<file path="src/rsp_pkg.sv">
// Shared constants for the four-wire serial port of the real-time clock.
// Assumes a 20 MHz system clock at both ends and the serial link in rsp_if.
//
// How it works
// [RQ1] Clock low at enable rise: sample falling.
// [RQ2] Clock high at enable rise: sample rising.
// [RQ3] Enable rising starts, falling ends a transfer.
// [RQ4] First byte: head address, then format code.
// [RQ5] All bytes travel most significant bit first.
// [RQ6] Format 8h writes one byte only.
// [RQ7] Format 0h burst writes, pointer advances.
// [RQ8] Format Ch reads one byte only.
// [RQ9] Format 4h burst reads consecutive addresses.
// [RQ10] Burst pointer increments, wraps Fh to 0h.
// [RQ11] Host ends burst write by dropping enable.
// [RQ12] Host ends burst read by dropping enable.
// [RQ13] Alarm minute: bits 6..0, bit 7 zero.
// [RQ14] Alarm hour: bits 7..6 zero, bit 5 dual.
// [RQ15] Twelve-hour midnight is 12, noon is 32.
// [RQ16] Host avoids writing non-existent alarm times.
// [RQ17] After oscillator stop, values undefined, upper zero.
// [RQ18] Seven weekday enables, day mapping left free.
// [RQ19] One-byte formats chain within one enable.
// [RQ20] Write lands only after eight full bits.
`default_nettype none
package rsp_pkg;
    localparam logic [3:0] ADDR_WEEKDAY = 4'hA;
    localparam logic [3:0] ADDR_MINUTE = 4'hB;
    localparam logic [3:0] ADDR_HOUR = 4'hC;
    localparam logic [7:0] MASK_WEEKDAY = 8'h7F;
    localparam logic [7:0] MASK_MINUTE = 8'h7F;
    localparam logic [7:0] MASK_HOUR = 8'h3F;
    localparam logic [7:0] RESET_VALUE = 8'h00;
    localparam logic [3:0] FMT_WR_ONE = 4'h8;
    localparam logic [3:0] FMT_WR_BURST = 4'h0;
    localparam logic [3:0] FMT_RD_ONE = 4'hC;
    localparam logic [3:0] FMT_RD_BURST = 4'h4;
    localparam int FMT_ONE_BIT = 3;
    localparam int FMT_READ_BIT = 2;
    localparam int CLK_PERIOD_NS = 50;
    localparam int SCLK_HALF_NS = 400;
    localparam int SCLK_HALF_CYC = (SCLK_HALF_NS + CLK_PERIOD_NS - 1) / CLK_PERIOD_NS;
    localparam int FIFO_DEPTH = 32;
    localparam int FIFO_WIDTH = 8;
endpackage
`default_nettype wire

</file>
<file path="src/rsp_if.sv">
// Four-wire serial link between the host end and the device end.
// Assumes so carries meaning only while so_oe_b is low.
`timescale 1ns/1ps
`default_nettype none
interface rsp_if;
    logic ce;
    logic sclk;
    logic si;
    logic so;
    logic so_oe_b;
    modport dev (input ce, input sclk, input si, output so, output so_oe_b);
    modport host (output ce, output sclk, output si, input so, input so_oe_b);
endinterface
`default_nettype wire

</file>
<file path="src/rsp_host.sv">
// Host end of the serial port, with a write-data FIFO in front of the link.
// Assumes the device follows the framing and samples on falling clock edges.
`timescale 1ns/1ps
`default_nettype none
module rsp_fifo #(
    parameter int WIDTH = rsp_pkg::FIFO_WIDTH,
    parameter int DEPTH = rsp_pkg::FIFO_DEPTH
) (
    input wire logic clk,
    input wire logic rst_b,
    input wire logic in_valid,
    output logic in_ready,
    input wire logic [WIDTH-1:0] in_data,
    output logic out_valid,
    input wire logic out_ready,
    output logic [WIDTH-1:0] out_data
);
    localparam int AW = $clog2(DEPTH);
    logic [WIDTH-1:0] mem [0:DEPTH-1];
    logic [AW-1:0] wp, rp, next_wp, next_rp;
    logic [AW:0] cnt, next_cnt;
    logic full, empty, next_full, next_empty, push, pop;
    logic room, next_room;

    assign push = in_valid & ~full;
    assign pop = out_ready & ~empty;

    always_comb begin
        next_wp = push ? ((wp == AW'(DEPTH - 1)) ? '0 : AW'(wp + 1'b1)) : wp;
        next_rp = pop ? ((rp == AW'(DEPTH - 1)) ? '0 : AW'(rp + 1'b1)) : rp;
        next_cnt = (AW + 1)'(cnt + (AW + 1)'(push) - (AW + 1)'(pop));
        next_full = (next_cnt == (AW + 1)'(DEPTH));
        next_empty = (next_cnt == '0);
        next_room = ~next_full;
    end

    always_ff @(posedge clk or negedge rst_b) begin
        if (!rst_b) begin
            wp <= '0;
            rp <= '0;
            cnt <= '0;
            full <= 1'b0;
            empty <= 1'b1;
            room <= 1'b1;
        end else begin
            wp <= next_wp;
            rp <= next_rp;
            cnt <= next_cnt;
            full <= next_full;
            empty <= next_empty;
            room <= next_room;
        end
    end

    always_ff @(posedge clk) begin
        if (push) begin
            mem[wp] <= in_data;
        end
    end

    assign in_ready = room;
    assign out_valid = ~empty;
    assign out_data = mem[rp];
endmodule

////////////////////////////////////////////////////////////////////////////
module rsp_host #(
    parameter int HALF = rsp_pkg::SCLK_HALF_CYC
) (
    input wire logic clk,
    input wire logic rst_b,
    rsp_if.host link,
    input wire logic start,
    input wire logic [3:0] start_addr,
    input wire logic [3:0] start_fmt,
    input wire logic [5:0] start_len,
    output logic busy,
    input wire logic wr_valid,
    output logic wr_ready,
    input wire logic [7:0] wr_data,
    output logic rd_valid,
    output logic [7:0] rd_data
);
    typedef enum logic [4:0] {
        HST_IDLE = 5'h01,
        HST_SETUP = 5'h02,
        HST_HIGH = 5'h04,
        HST_LOW = 5'h08,
        HST_END = 5'h10
    } rsp_hstate_t;

    logic so_s1, so_s2;
    logic f_valid, f_pop;
    logic [7:0] f_data;

    rsp_fifo #(.WIDTH(rsp_pkg::FIFO_WIDTH), .DEPTH(rsp_pkg::FIFO_DEPTH)) i_rsp_fifo (
        .clk(clk),
        .rst_b(rst_b),
        .in_valid(wr_valid),
        .in_ready(wr_ready),
        .in_data(wr_data),
        .out_valid(f_valid),
        .out_ready(f_pop),
        .out_data(f_data)
    );

    rsp_hstate_t state, next_state;
    logic [7:0] timer, next_timer, sh, next_sh, next_rd_data;
    logic [2:0] bitcnt, next_bitcnt;
    logic [5:0] left, next_left;
    logic is_read, next_is_read, is_cmd, next_is_cmd;
    logic ce, next_ce, sclk, next_sclk, si, next_si;
    logic next_busy, next_rd_valid, tdone, need_data;

    assign tdone = (timer == 8'(HALF - 1));
    assign need_data = ~is_cmd & ~is_read & (bitcnt == 3'h0);

    always_comb begin
        next_state = state;
        next_timer = tdone ? timer : 8'(timer + 8'h01);
        next_sh = sh;
        next_bitcnt = bitcnt;
        next_left = left;
        next_is_read = is_read;
        next_is_cmd = is_cmd;
        next_ce = ce;
        next_sclk = sclk;
        next_si = si;
        next_busy = busy;
        next_rd_valid = 1'b0;
        next_rd_data = rd_data;
        f_pop = 1'b0;
        unique case (state)
            HST_IDLE: begin
                if (start) begin
                    next_sh = {start_addr, start_fmt}; // RQ4
                    next_left = start_len;
                    next_is_read = start_fmt[rsp_pkg::FMT_READ_BIT];
                    next_is_cmd = 1'b1;
                    next_ce = 1'b1; // RQ3 RQ1
                    next_busy = 1'b1;
                    next_timer = 8'h00;
                    next_state = HST_SETUP;
                end
            end
            HST_SETUP, HST_LOW: begin
                if (tdone) begin
                    if (state == HST_LOW && ~is_cmd && bitcnt == 3'h0 && left == 6'h00) begin
                        next_timer = 8'h00;
                        next_state = HST_END; // RQ11 RQ12
                    end else if (need_data) begin
                        if (f_valid) begin
                            f_pop = 1'b1;
                            next_sh = f_data;
                            next_si = f_data[7]; // RQ5
                            next_sclk = 1'b1;
                            next_timer = 8'h00;
                            next_state = HST_HIGH;
                        end
                    end else begin
                        next_si = sh[7]; // RQ5
                        next_sclk = 1'b1;
                        next_timer = 8'h00;
                        next_state = HST_HIGH;
                    end
                end
            end
            HST_HIGH: begin
                if (tdone) begin
                    next_sclk = 1'b0;
                    next_sh = {sh[6:0], so_s2}; // RQ5
                    next_bitcnt = 3'(bitcnt + 3'h1);
                    if (bitcnt == 3'h7) begin
                        if (is_cmd) begin
                            next_is_cmd = 1'b0; // RQ19
                        end else begin
                            next_left = 6'(left - 6'h01);
                            if (is_read) begin
                                next_rd_valid = 1'b1;
                                next_rd_data = {sh[6:0], so_s2};
                            end
                        end
                    end
                    next_timer = 8'h00;
                    next_state = HST_LOW;
                end
            end
            HST_END: begin
                if (tdone) begin
                    next_timer = 8'h00;
                    if (ce) begin
                        next_ce = 1'b0; // RQ3
                    end else begin
                        next_busy = 1'b0;
                        next_state = HST_IDLE;
                    end
                end
            end
            default: next_state = HST_IDLE;
        endcase
    end

    always_ff @(posedge clk or negedge rst_b) begin
        if (!rst_b) begin
            so_s1 <= 1'b0;
            so_s2 <= 1'b0;
            state <= HST_IDLE;
            timer <= 8'h00;
            sh <= 8'h00;
            bitcnt <= 3'h0;
            left <= 6'h00;
            is_read <= 1'b0;
            is_cmd <= 1'b0;
            ce <= 1'b0;
            sclk <= 1'b0;
            si <= 1'b0;
            busy <= 1'b0;
            rd_valid <= 1'b0;
            rd_data <= 8'h00;
        end else begin
            so_s1 <= link.so;
            so_s2 <= so_s1;
            state <= next_state;
            timer <= next_timer;
            sh <= next_sh;
            bitcnt <= next_bitcnt;
            left <= next_left;
            is_read <= next_is_read;
            is_cmd <= next_is_cmd;
            ce <= next_ce;
            sclk <= next_sclk;
            si <= next_si;
            busy <= next_busy;
            rd_valid <= next_rd_valid;
            rd_data <= next_rd_data;
        end
    end

    assign link.ce = ce;
    assign link.sclk = sclk;
    assign link.si = si;
endmodule
`default_nettype wire

</file>
<file path="src/flat_wrapper.sv">
// flat-port wrapper written by rule: the top's interface ports become plain ports
module rsp_host_flat 
#(
    parameter int HALF = rsp_pkg::SCLK_HALF_CYC
)
  (clk, rst_b, start, start_addr, start_fmt, start_len, busy, wr_valid, wr_ready, wr_data, rd_valid, rd_data, link_ce, link_sclk, link_si, link_so, link_so_oe_b);
  rsp_if link_i ();
  input wire logic clk;
  input wire logic rst_b;
  input wire logic start;
  input wire logic [3:0] start_addr;
  input wire logic [3:0] start_fmt;
  input wire logic [5:0] start_len;
  output logic busy;
  input wire logic wr_valid;
  output logic wr_ready;
  input wire logic [7:0] wr_data;
  output logic rd_valid;
  output logic [7:0] rd_data;
  output wire logic [$bits(link_i.ce)-1:0] link_ce;
  output wire logic [$bits(link_i.sclk)-1:0] link_sclk;
  output wire logic [$bits(link_i.si)-1:0] link_si;
  input wire logic [$bits(link_i.so)-1:0] link_so;
  input wire logic [$bits(link_i.so_oe_b)-1:0] link_so_oe_b;
  assign link_ce = link_i.ce;
  assign link_sclk = link_i.sclk;
  assign link_si = link_i.si;
  assign link_i.so = link_so;
  assign link_i.so_oe_b = link_so_oe_b;
  rsp_host #(.HALF(HALF)) u_core (.clk(clk), .rst_b(rst_b), .link(link_i), .start(start), .start_addr(start_addr), .start_fmt(start_fmt), .start_len(start_len), .busy(busy), .wr_valid(wr_valid), .wr_ready(wr_ready), .wr_data(wr_data), .rd_valid(rd_valid), .rd_data(rd_data));
endmodule
</file>
<file path="config.mk">
export PLATFORM = sky130hd
export DESIGN_NAME = rsp_host_flat
export DESIGN_NICKNAME = d
export VERILOG_FILES = /design/src/rsp_pkg.sv /design/src/rsp_if.sv /design/src/rsp_host.sv /design/src/flat_wrapper.sv
export SDC_FILE = /design/constraint.sdc
export NUM_CORES = 1
export LEC_CHECK = 0
export ABC_AREA = 0
export BUFFER_PORTS_ARGS = -buffer_cell sky130_fd_sc_hd__buf_2
export CAP_MARGIN = 0
export CELL_PAD_IN_SITES_DETAIL_PLACEMENT = 1
export CELL_PAD_IN_SITES_GLOBAL_PLACEMENT = 2
export CORE_MARGIN = 2
export CORE_UTILIZATION = 30
export CTS_BUF_LIST = sky130_fd_sc_hd__clkbuf_2
export DETAILED_ROUTE_END_ITERATION = 6
export GPL_ROUTABILITY_DRIVEN = 0
export PLACE_DENSITY_LB_ADDON = 0.12
export SYNTH_ARGS = -nofsm -noshare
export SYNTH_HDL_FRONTEND = slang
export SYNTH_SLANG_ARGS = --single-unit
export TNS_END_PERCENT = 10
</file>
<file path="constraint.sdc">
create_clock -name clk -period 3.6 [get_ports clk]
set_input_delay 1.08 -clock clk [delete_from_list [all_inputs] [get_ports clk]]
set_output_delay 1.08 -clock clk [all_outputs]
set_load 0.05 [all_outputs]
</file>
* Word-level counts from Yosys, hierarchy flattened
Memory sizes are Yosys's and may differ from the RTL's. Cells that the tools add are included.
Operators by class: $add $sub $neg 7, eq/ne operators 23, mux-type cells 59, bitwise gates (word level) 10, reduce and logical (&&, ||, !) cells 23
Operator list (number):
- 8-bit 2-to-1 mux | 13
- 5-bit 2-to-1 mux | 10
- 8-bit one-hot mux with 3 select lines | 2
- 1-bit 2-to-1 mux | 24
- 6-bit 2-to-1 mux | 4
- 5-bit one-hot mux with 4 select lines | 1
- 5-bit equality test, second input constant | 3
- 5-bit AND reduction | 3
- 6-bit logical NOT | 2
- 2-bit != test, second input constant | 6
- 6-bit one-hot mux with 2 select lines | 1
- 4-bit AND reduction | 3
- 5-bit by 1-bit adder with 5-bit output, second input constant | 2
- 2-bit by 1-bit != test with 1-bit output, second input constant | 5
- 8-bit by 1-bit adder with 8-bit output, second input constant | 1
- 8-bit by 3-bit equality test with 1-bit output, second input constant | 1
- 1-bit one-hot mux with 2 select lines | 4
- 7-bit AND reduction | 1
- 6-bit by 1-bit adder with 6-bit output | 1
- 6-bit equality test, second input constant | 1
- 1-bit NOT | 6
- 6-bit AND reduction | 1
- 2-bit nonzero test | 3
- 6-bit by 1-bit subtractor with 6-bit output | 1
- 16 further kinds | 23
Storage, ports and cells: bits in registers 66, memory bits (writable) 256, input bits 28, output and inout port bits 14, logic and storage cells 144, memories 1
Memories:
- u_core.i_rsp_fifo.mem | depth 32, bits a word 8, rd ports 1, clocked after memory_dff 0, wr ports 1, RTL line rsp_host.sv:19 | logic [WIDTH-1:0] mem [0:DEPTH-1];

* Logic depth before layout (Yosys ltp)
depth after elaboration 11, mapped depth 16, mapped depth without buffers 16

* Modules after synthesis
A second synthesis with hierarchy kept.
Unflattened totals: cell total of the unflattened synthesis 875, area, all modules 13656.8 sq um
By module, submodules not included:
- rsp_fifo | times used 1, cells an instance 615, area an instance 11038.1 sq um
- rsp_host | times used 1, cells an instance 260, area an instance 2618.8 sq um

* Worst setup path before layout
Ideal clock, no wire load.
path kind input to register, start point input wr_valid, end point register u_core.i_rsp_fifo.empty, data arrival time 3.168 ns, required time 3.516 ns, path slack 0.348 ns, stages 11, cells stage by stage nor2b_1 > clkbuf_1 > inv_1 > ha_1 > inv_1 > ha_1 > inv_1 > fa_1 > inv_1 > nor4_1 > nor3b_1
On the way: word-level cells in the longest chain between the ends 4
RTL lines:
- start, declared | RTL line flat_wrapper.sv:15 | input wire logic wr_valid;
- 1-bit bitwise AND | RTL line rsp_host.sv:25 | assign push = in_valid & ~full;
- 6-bit by 1-bit adder with 6-bit output | RTL line rsp_host.sv:31 | next_cnt = (AW + 1)'(cnt + (AW + 1)'(push) - (AW + 1)'(pop));
- 6-bit by 1-bit subtractor with 6-bit output | RTL line rsp_host.sv:31
- via u_core.i_rsp_fifo.next_cnt[1] | RTL line rsp_host.sv:21 | logic [AW:0] cnt, next_cnt;
- 6-bit logical NOT | RTL line rsp_host.sv:33 | next_empty = (next_cnt == '0);
- via u_core.i_rsp_fifo.next_empty | RTL line rsp_host.sv:22 | logic full, empty, next_full, next_empty, push, pop;
- end signal, assigned | RTL line rsp_host.sv:50 | empty <= next_empty;
- end, declared | RTL line rsp_host.sv:22
The timed path passes the listed nets, and every way through them passes these cells. A chain may end at the register's enable or synchronous reset.

* Worst setup path in the final report
start point register u_core.bitcnt[0], end point register u_core.i_rsp_fifo.full
On the way: word-level cells in the longest chain between the ends 9, elaborated cells on any way between the ends 11
RTL lines:
- start, declared | RTL line rsp_host.sv:109 | logic [2:0] bitcnt, next_bitcnt;
- start signal, assigned | RTL line rsp_host.sv:226 | bitcnt <= next_bitcnt;
- 3-bit logical NOT * | RTL line rsp_host.sv:116, rsp_host.sv:148
- 1-bit bitwise AND / 1-bit logical AND (equally long branches) | RTL line rsp_host.sv:116, rsp_host.sv:148
- 1-bit 2-to-1 mux / 1-bit logical AND (equally long branches) | RTL line rsp_host.sv:151, rsp_host.sv:148
- 1-bit 2-to-1 mux * | RTL line rsp_host.sv:148 | if (state == HST_LOW && ~is_cmd && bitcnt == 3'h0 && left == 6'h00) begin
- 1-bit 2-to-1 mux * | RTL line rsp_host.sv:147 | if (tdone) begin
- 1-bit 2-to-1 mux * | RTL line rsp_host.sv:133 | unique case (state)
- 1-bit bitwise AND * | RTL line rsp_host.sv:26 | assign pop = out_ready & ~empty;
- via u_core.i_rsp_fifo.pop | RTL line rsp_host.sv:22
- 6-bit by 1-bit subtractor with 6-bit output * | RTL line rsp_host.sv:31
- via u_core.i_rsp_fifo.next_cnt[5] | RTL line rsp_host.sv:21
- 6-bit equality test * | RTL line rsp_host.sv:32 | next_full = (next_cnt == (AW + 1)'(DEPTH));
- via u_core.i_rsp_fifo.next_full | RTL line rsp_host.sv:22
- end signal, assigned | RTL line rsp_host.sv:49 | full <= next_full;
- end, declared | RTL line rsp_host.sv:22
The timed path passes the listed nets; every way through them passes the cells marked *.

==> impl_metrics.tcl <==
set metrics [dict create \
    outcome "complete, no violations" \
    hp-class "primary input to asynchronous set/reset pin" \
    grt.total_usage_pct 15.7 \
    root_buffer "clkbuf_2" \
    synth_fp_nets 861 \
    slew_violations 0 \
    cts_buffers 87 \
    power_density_nw_per_um2 507 \
    grt.overflow.total 0 \
    r2r-start "u_core.bitcnt[0]" \
    dr.pass1.iters 4 \
    synth_top_area_cell "edfxtp_1" \
    yosysUniqueCellTypes 72 \
    rrSetupSlack_ns 0.24 \
    synthArstFlopShare_pct 20.5 \
    r2r_cells 15 \
    wl_per_cell_um 22.3 \
    ys_ff_latch 322 \
    via_count 7899 \
    die_area_um2 46800 \
    yosysTopAreaCellShare_pct 56.9 \
    worstPathMaxFanout 4 \
    cp_slowest_stage_delay_ns 0.40 \
    fin_crit_ns 3.36 \
    ys_top_cells_by_area "edfxtp_1 (57%), dfrtp_1 (12%), mux4_2 (8.0%)" \
    avgSynthCellArea_um2 16.6 \
    p_leak_nw 5.57 \
    port_buffers 40 \
    syn_area_um2 13500 \
    fp-row-count 77 \
    die_w_um 216 \
    p_total_mw 7.85 \
    drcViolationCount 0 \
    initial_utilization_pct 30.5 \
    fin_nets 1009 \
    final_cells 1615 \
    crit_chain "inv_1, ha_1, nor4b_4, buf_4, nand2b_1, nand4b_4, inv_2, ha_2, inv_1, ha_1, a21o_1, a21o_1, a2111o_1, o211ai_1, and3b_1" \
    cts.path.max_buffers 3 \
    synth_cells 812 \
    area_delta_synth_final_pct 14.5 \
    drive_gt1_share_pct 30.1 \
    cts.sinks 322 \
    dp_hpwl_mm 23.8 \
    hold_buffers 0 \
    clk_pin_slew_worst_paths_ns 0.12 \
    viasPerCell 4.89 \
    synth_seq_area_share_pct 69.1 \
    ys_dominant_reg_cell "edfxtp_1" \
    grt_first_pass_wirelength_mm 54.2 \
    ir_drop_mv 0.219 \
    synth_edf_count 256 \
    cts_tree "built" \
    setup.worst_path.class "register to register" \
    cp_data_required_time_ns 4.49 \
    clk_latency_ns 1.00 \
    critPathArrivalTime_ns 4.25 \
    setup_viol 0 \
    cts-htree-levels 3 \
    maxCapViolCount 0 \
    reg2reg_to "u_core.i_rsp_fifo.full" \
    die-height_um 216 \
    cp_slowest_cell "dfrtp_1" \
    yosys_warnings 0 \
    grt_antenna_before_repair 1 \
    io_pins 42 \
    core_area_um2 44300 \
    dp_cells 1462 \
    drtIter0Drc 459 \
    grt_max_degree 34 \
    final_hold_viol_count 0 \
    slew_headroom_pct 43.1 \
    cp-end-kind "register" \
    finalCritPeriodShare_pct 93.3 \
    fin_skew_ns 0.0806 \
    grt_pass1_vias 8860 \
    max_freq_mhz 298 \
    start_kind "register" \
    worstMarginPinSlew_ns 0.854 \
    wirelength_mm 36.0 \
    ant_nets 0 \
]
-- metal layers --
layer	global-route usage [%]	up-vias	share of wire [%]
met4	7.15	0	2.9
met3	3.93	68	4.2
met2	27.1	169	51
met1	18.5	4082	42
li1	-	3580	-
met5	0	-	0
-- worst max path at each step --
stage,startpoint,endpoint
final,u_core.bitcnt[0],u_core.i_rsp_fifo.full
after global routing,u_core.bitcnt[0],u_core.i_rsp_fifo.full
after CTS,u_core.bitcnt[0],u_core.i_rsp_fifo.empty
after detailed placement,wr_valid,u_core.i_rsp_fifo.empty
after global placement,u_core.bitcnt[0],u_core.i_rsp_fifo.empty
after floorplan,wr_valid,u_core.i_rsp_fifo.empty
-- layout by cell type, fill, tap and decap left out, types with 10 or more instances in the layout --
| master | count |
|---|---|
| a211oi_1 | 17 |
| a22oi_1 | 18 |
| a31oi_1 | 18 |
| buf_2 | 40 |
| buf_4 | 59 |
| clkbuf_2 | 120 |
| clkinv_1 | 26 |
| dfrtp_1 | 61 |
| edfxtp_1 | 256 |
| ha_1 | 19 |
| inv_1 | 20 |
| mux2i_1 | 32 |
| mux4_2 | 48 |
| nand2_1 | 31 |
| nand3_1 | 16 |
| nor2_1 | 54 |
| o21ai_0 | 17 |
| o22ai_1 | 10 |
| xor2_1 | 10 |
-- cell usage after synthesis (4+ instances only) --
library cell and number:
nor2_1 54, a22oi_1 18, a21oi_1 9, a211o_1 8, edfxtp_1 256, buf_4 4
ha_1 20, buf_2 14, nor3_1 6, a31oi_1 18, xor2_1 10, o211ai_1 5
xnor2_1 4, nor3b_1 5, clkbuf_1 17, nand3_1 16, and3_1 6, buf_6 6
inv_1 21, mux2i_1 32, o22ai_1 10, nor2b_1 5, dfrtp_1 63, o21ai_0 17
a211oi_1 17, a21o_1 8, mux4_2 48, nand2_1 31, o221ai_1 8, nand3b_1 6
a22o_1 8, mux2_4 8
-- worst max-delay path: cells and delay by family (launching register included) --
kind            cells  cell delay (ns)
compound gates      4             1.00
simple gates        4             0.75
fa+ha+maj           3             0.67
buf+inv             4             0.41
flops               1             0.40
-- through the flow --
step	hold slack, ns	setup TNS, ns	setup slack [ns]	instance area (um^2)	utilization (%)
floorplan	0.331	0	0.348	13500	-
global placement	0.346	0	0.176	14700	33.2
detailed placement	0.361	-0.0154	-0.0154	14700	33.2
CTS	0.0215	0	0.0162	15400	34.8
global route	0.0786	-0.00149	-0.00149	15500	34.9
finish	0.190	0	0.241	15500	34.9
-- repair_timing --
item / 4_1_cts / 5_1_grt
endpoints found under the setup margin: 2 / 4
setup buffers: 0 / 1
pin swaps: 0 / 1
resized for setup: 1 / 7
-- registers in the layout, summed over array words and instances (netlist names) --
register / cells
u_core.i_rsp_fifo.mem: 256
u_core.i_rsp_fifo.wp: 5
u_core.so_s1: 1
u_core.busy: 1
u_core.rd_valid: 1
u_core.i_rsp_fifo.empty: 1
u_core.i_rsp_fifo.cnt: 6
u_core.i_rsp_fifo.rp: 5
u_core.state: 5
u_core.i_rsp_fifo.in_ready: 1
u_core.link.sclk: 1
u_core.link.si: 1
u_core.is_cmd: 1
u_core.is_read: 1
u_core.left: 6
u_core.i_rsp_fifo.full: 1
u_core.rd_data: 8
u_core.bitcnt: 3
u_core.sh: 8
u_core.timer: 8
u_core.so_s2: 1
u_core.link.ce: 1
-- cell families (layout without fill, tap and decap cells) --
group	after synthesis	in the layout	synth area share [%]
AND/OR/NAND/NOR	156	156	6.20
multiplexers	91	91	11.5
buffers and inverters	64	274	2.35
XOR/XNOR	14	14	0.907
adder cells (fa/ha/maj)	21	21	2.00
other	0	1	0
flip-flops	322	322	69.1
AO/OA/AOI/OAI	144	144	7.91
-- report_power, final --
part | switching, mW | leakage, nW | internal (mW)
clock | 1.52 | 0.562 | 0.898
combinational | 0.650 | 1.85 | 0.373
sequential | 0.142 | 3.15 | 4.27
-- cell type report --
type / instances / area, um^2
Fill cell: 4643 / 28800
Clock buffer: 120 / 601
Timing Repair Buffer: 101 / 683
Clock inverter: 31 / 120
Inverter: 22 / 82.6
Antenna cell: 1 / 2.50
Sequential cell: 322 / 9350
Multi-Input combinational cell: 426 / 3900
Tap cell: 592 / 741
(Power assumes the default switching activity.)
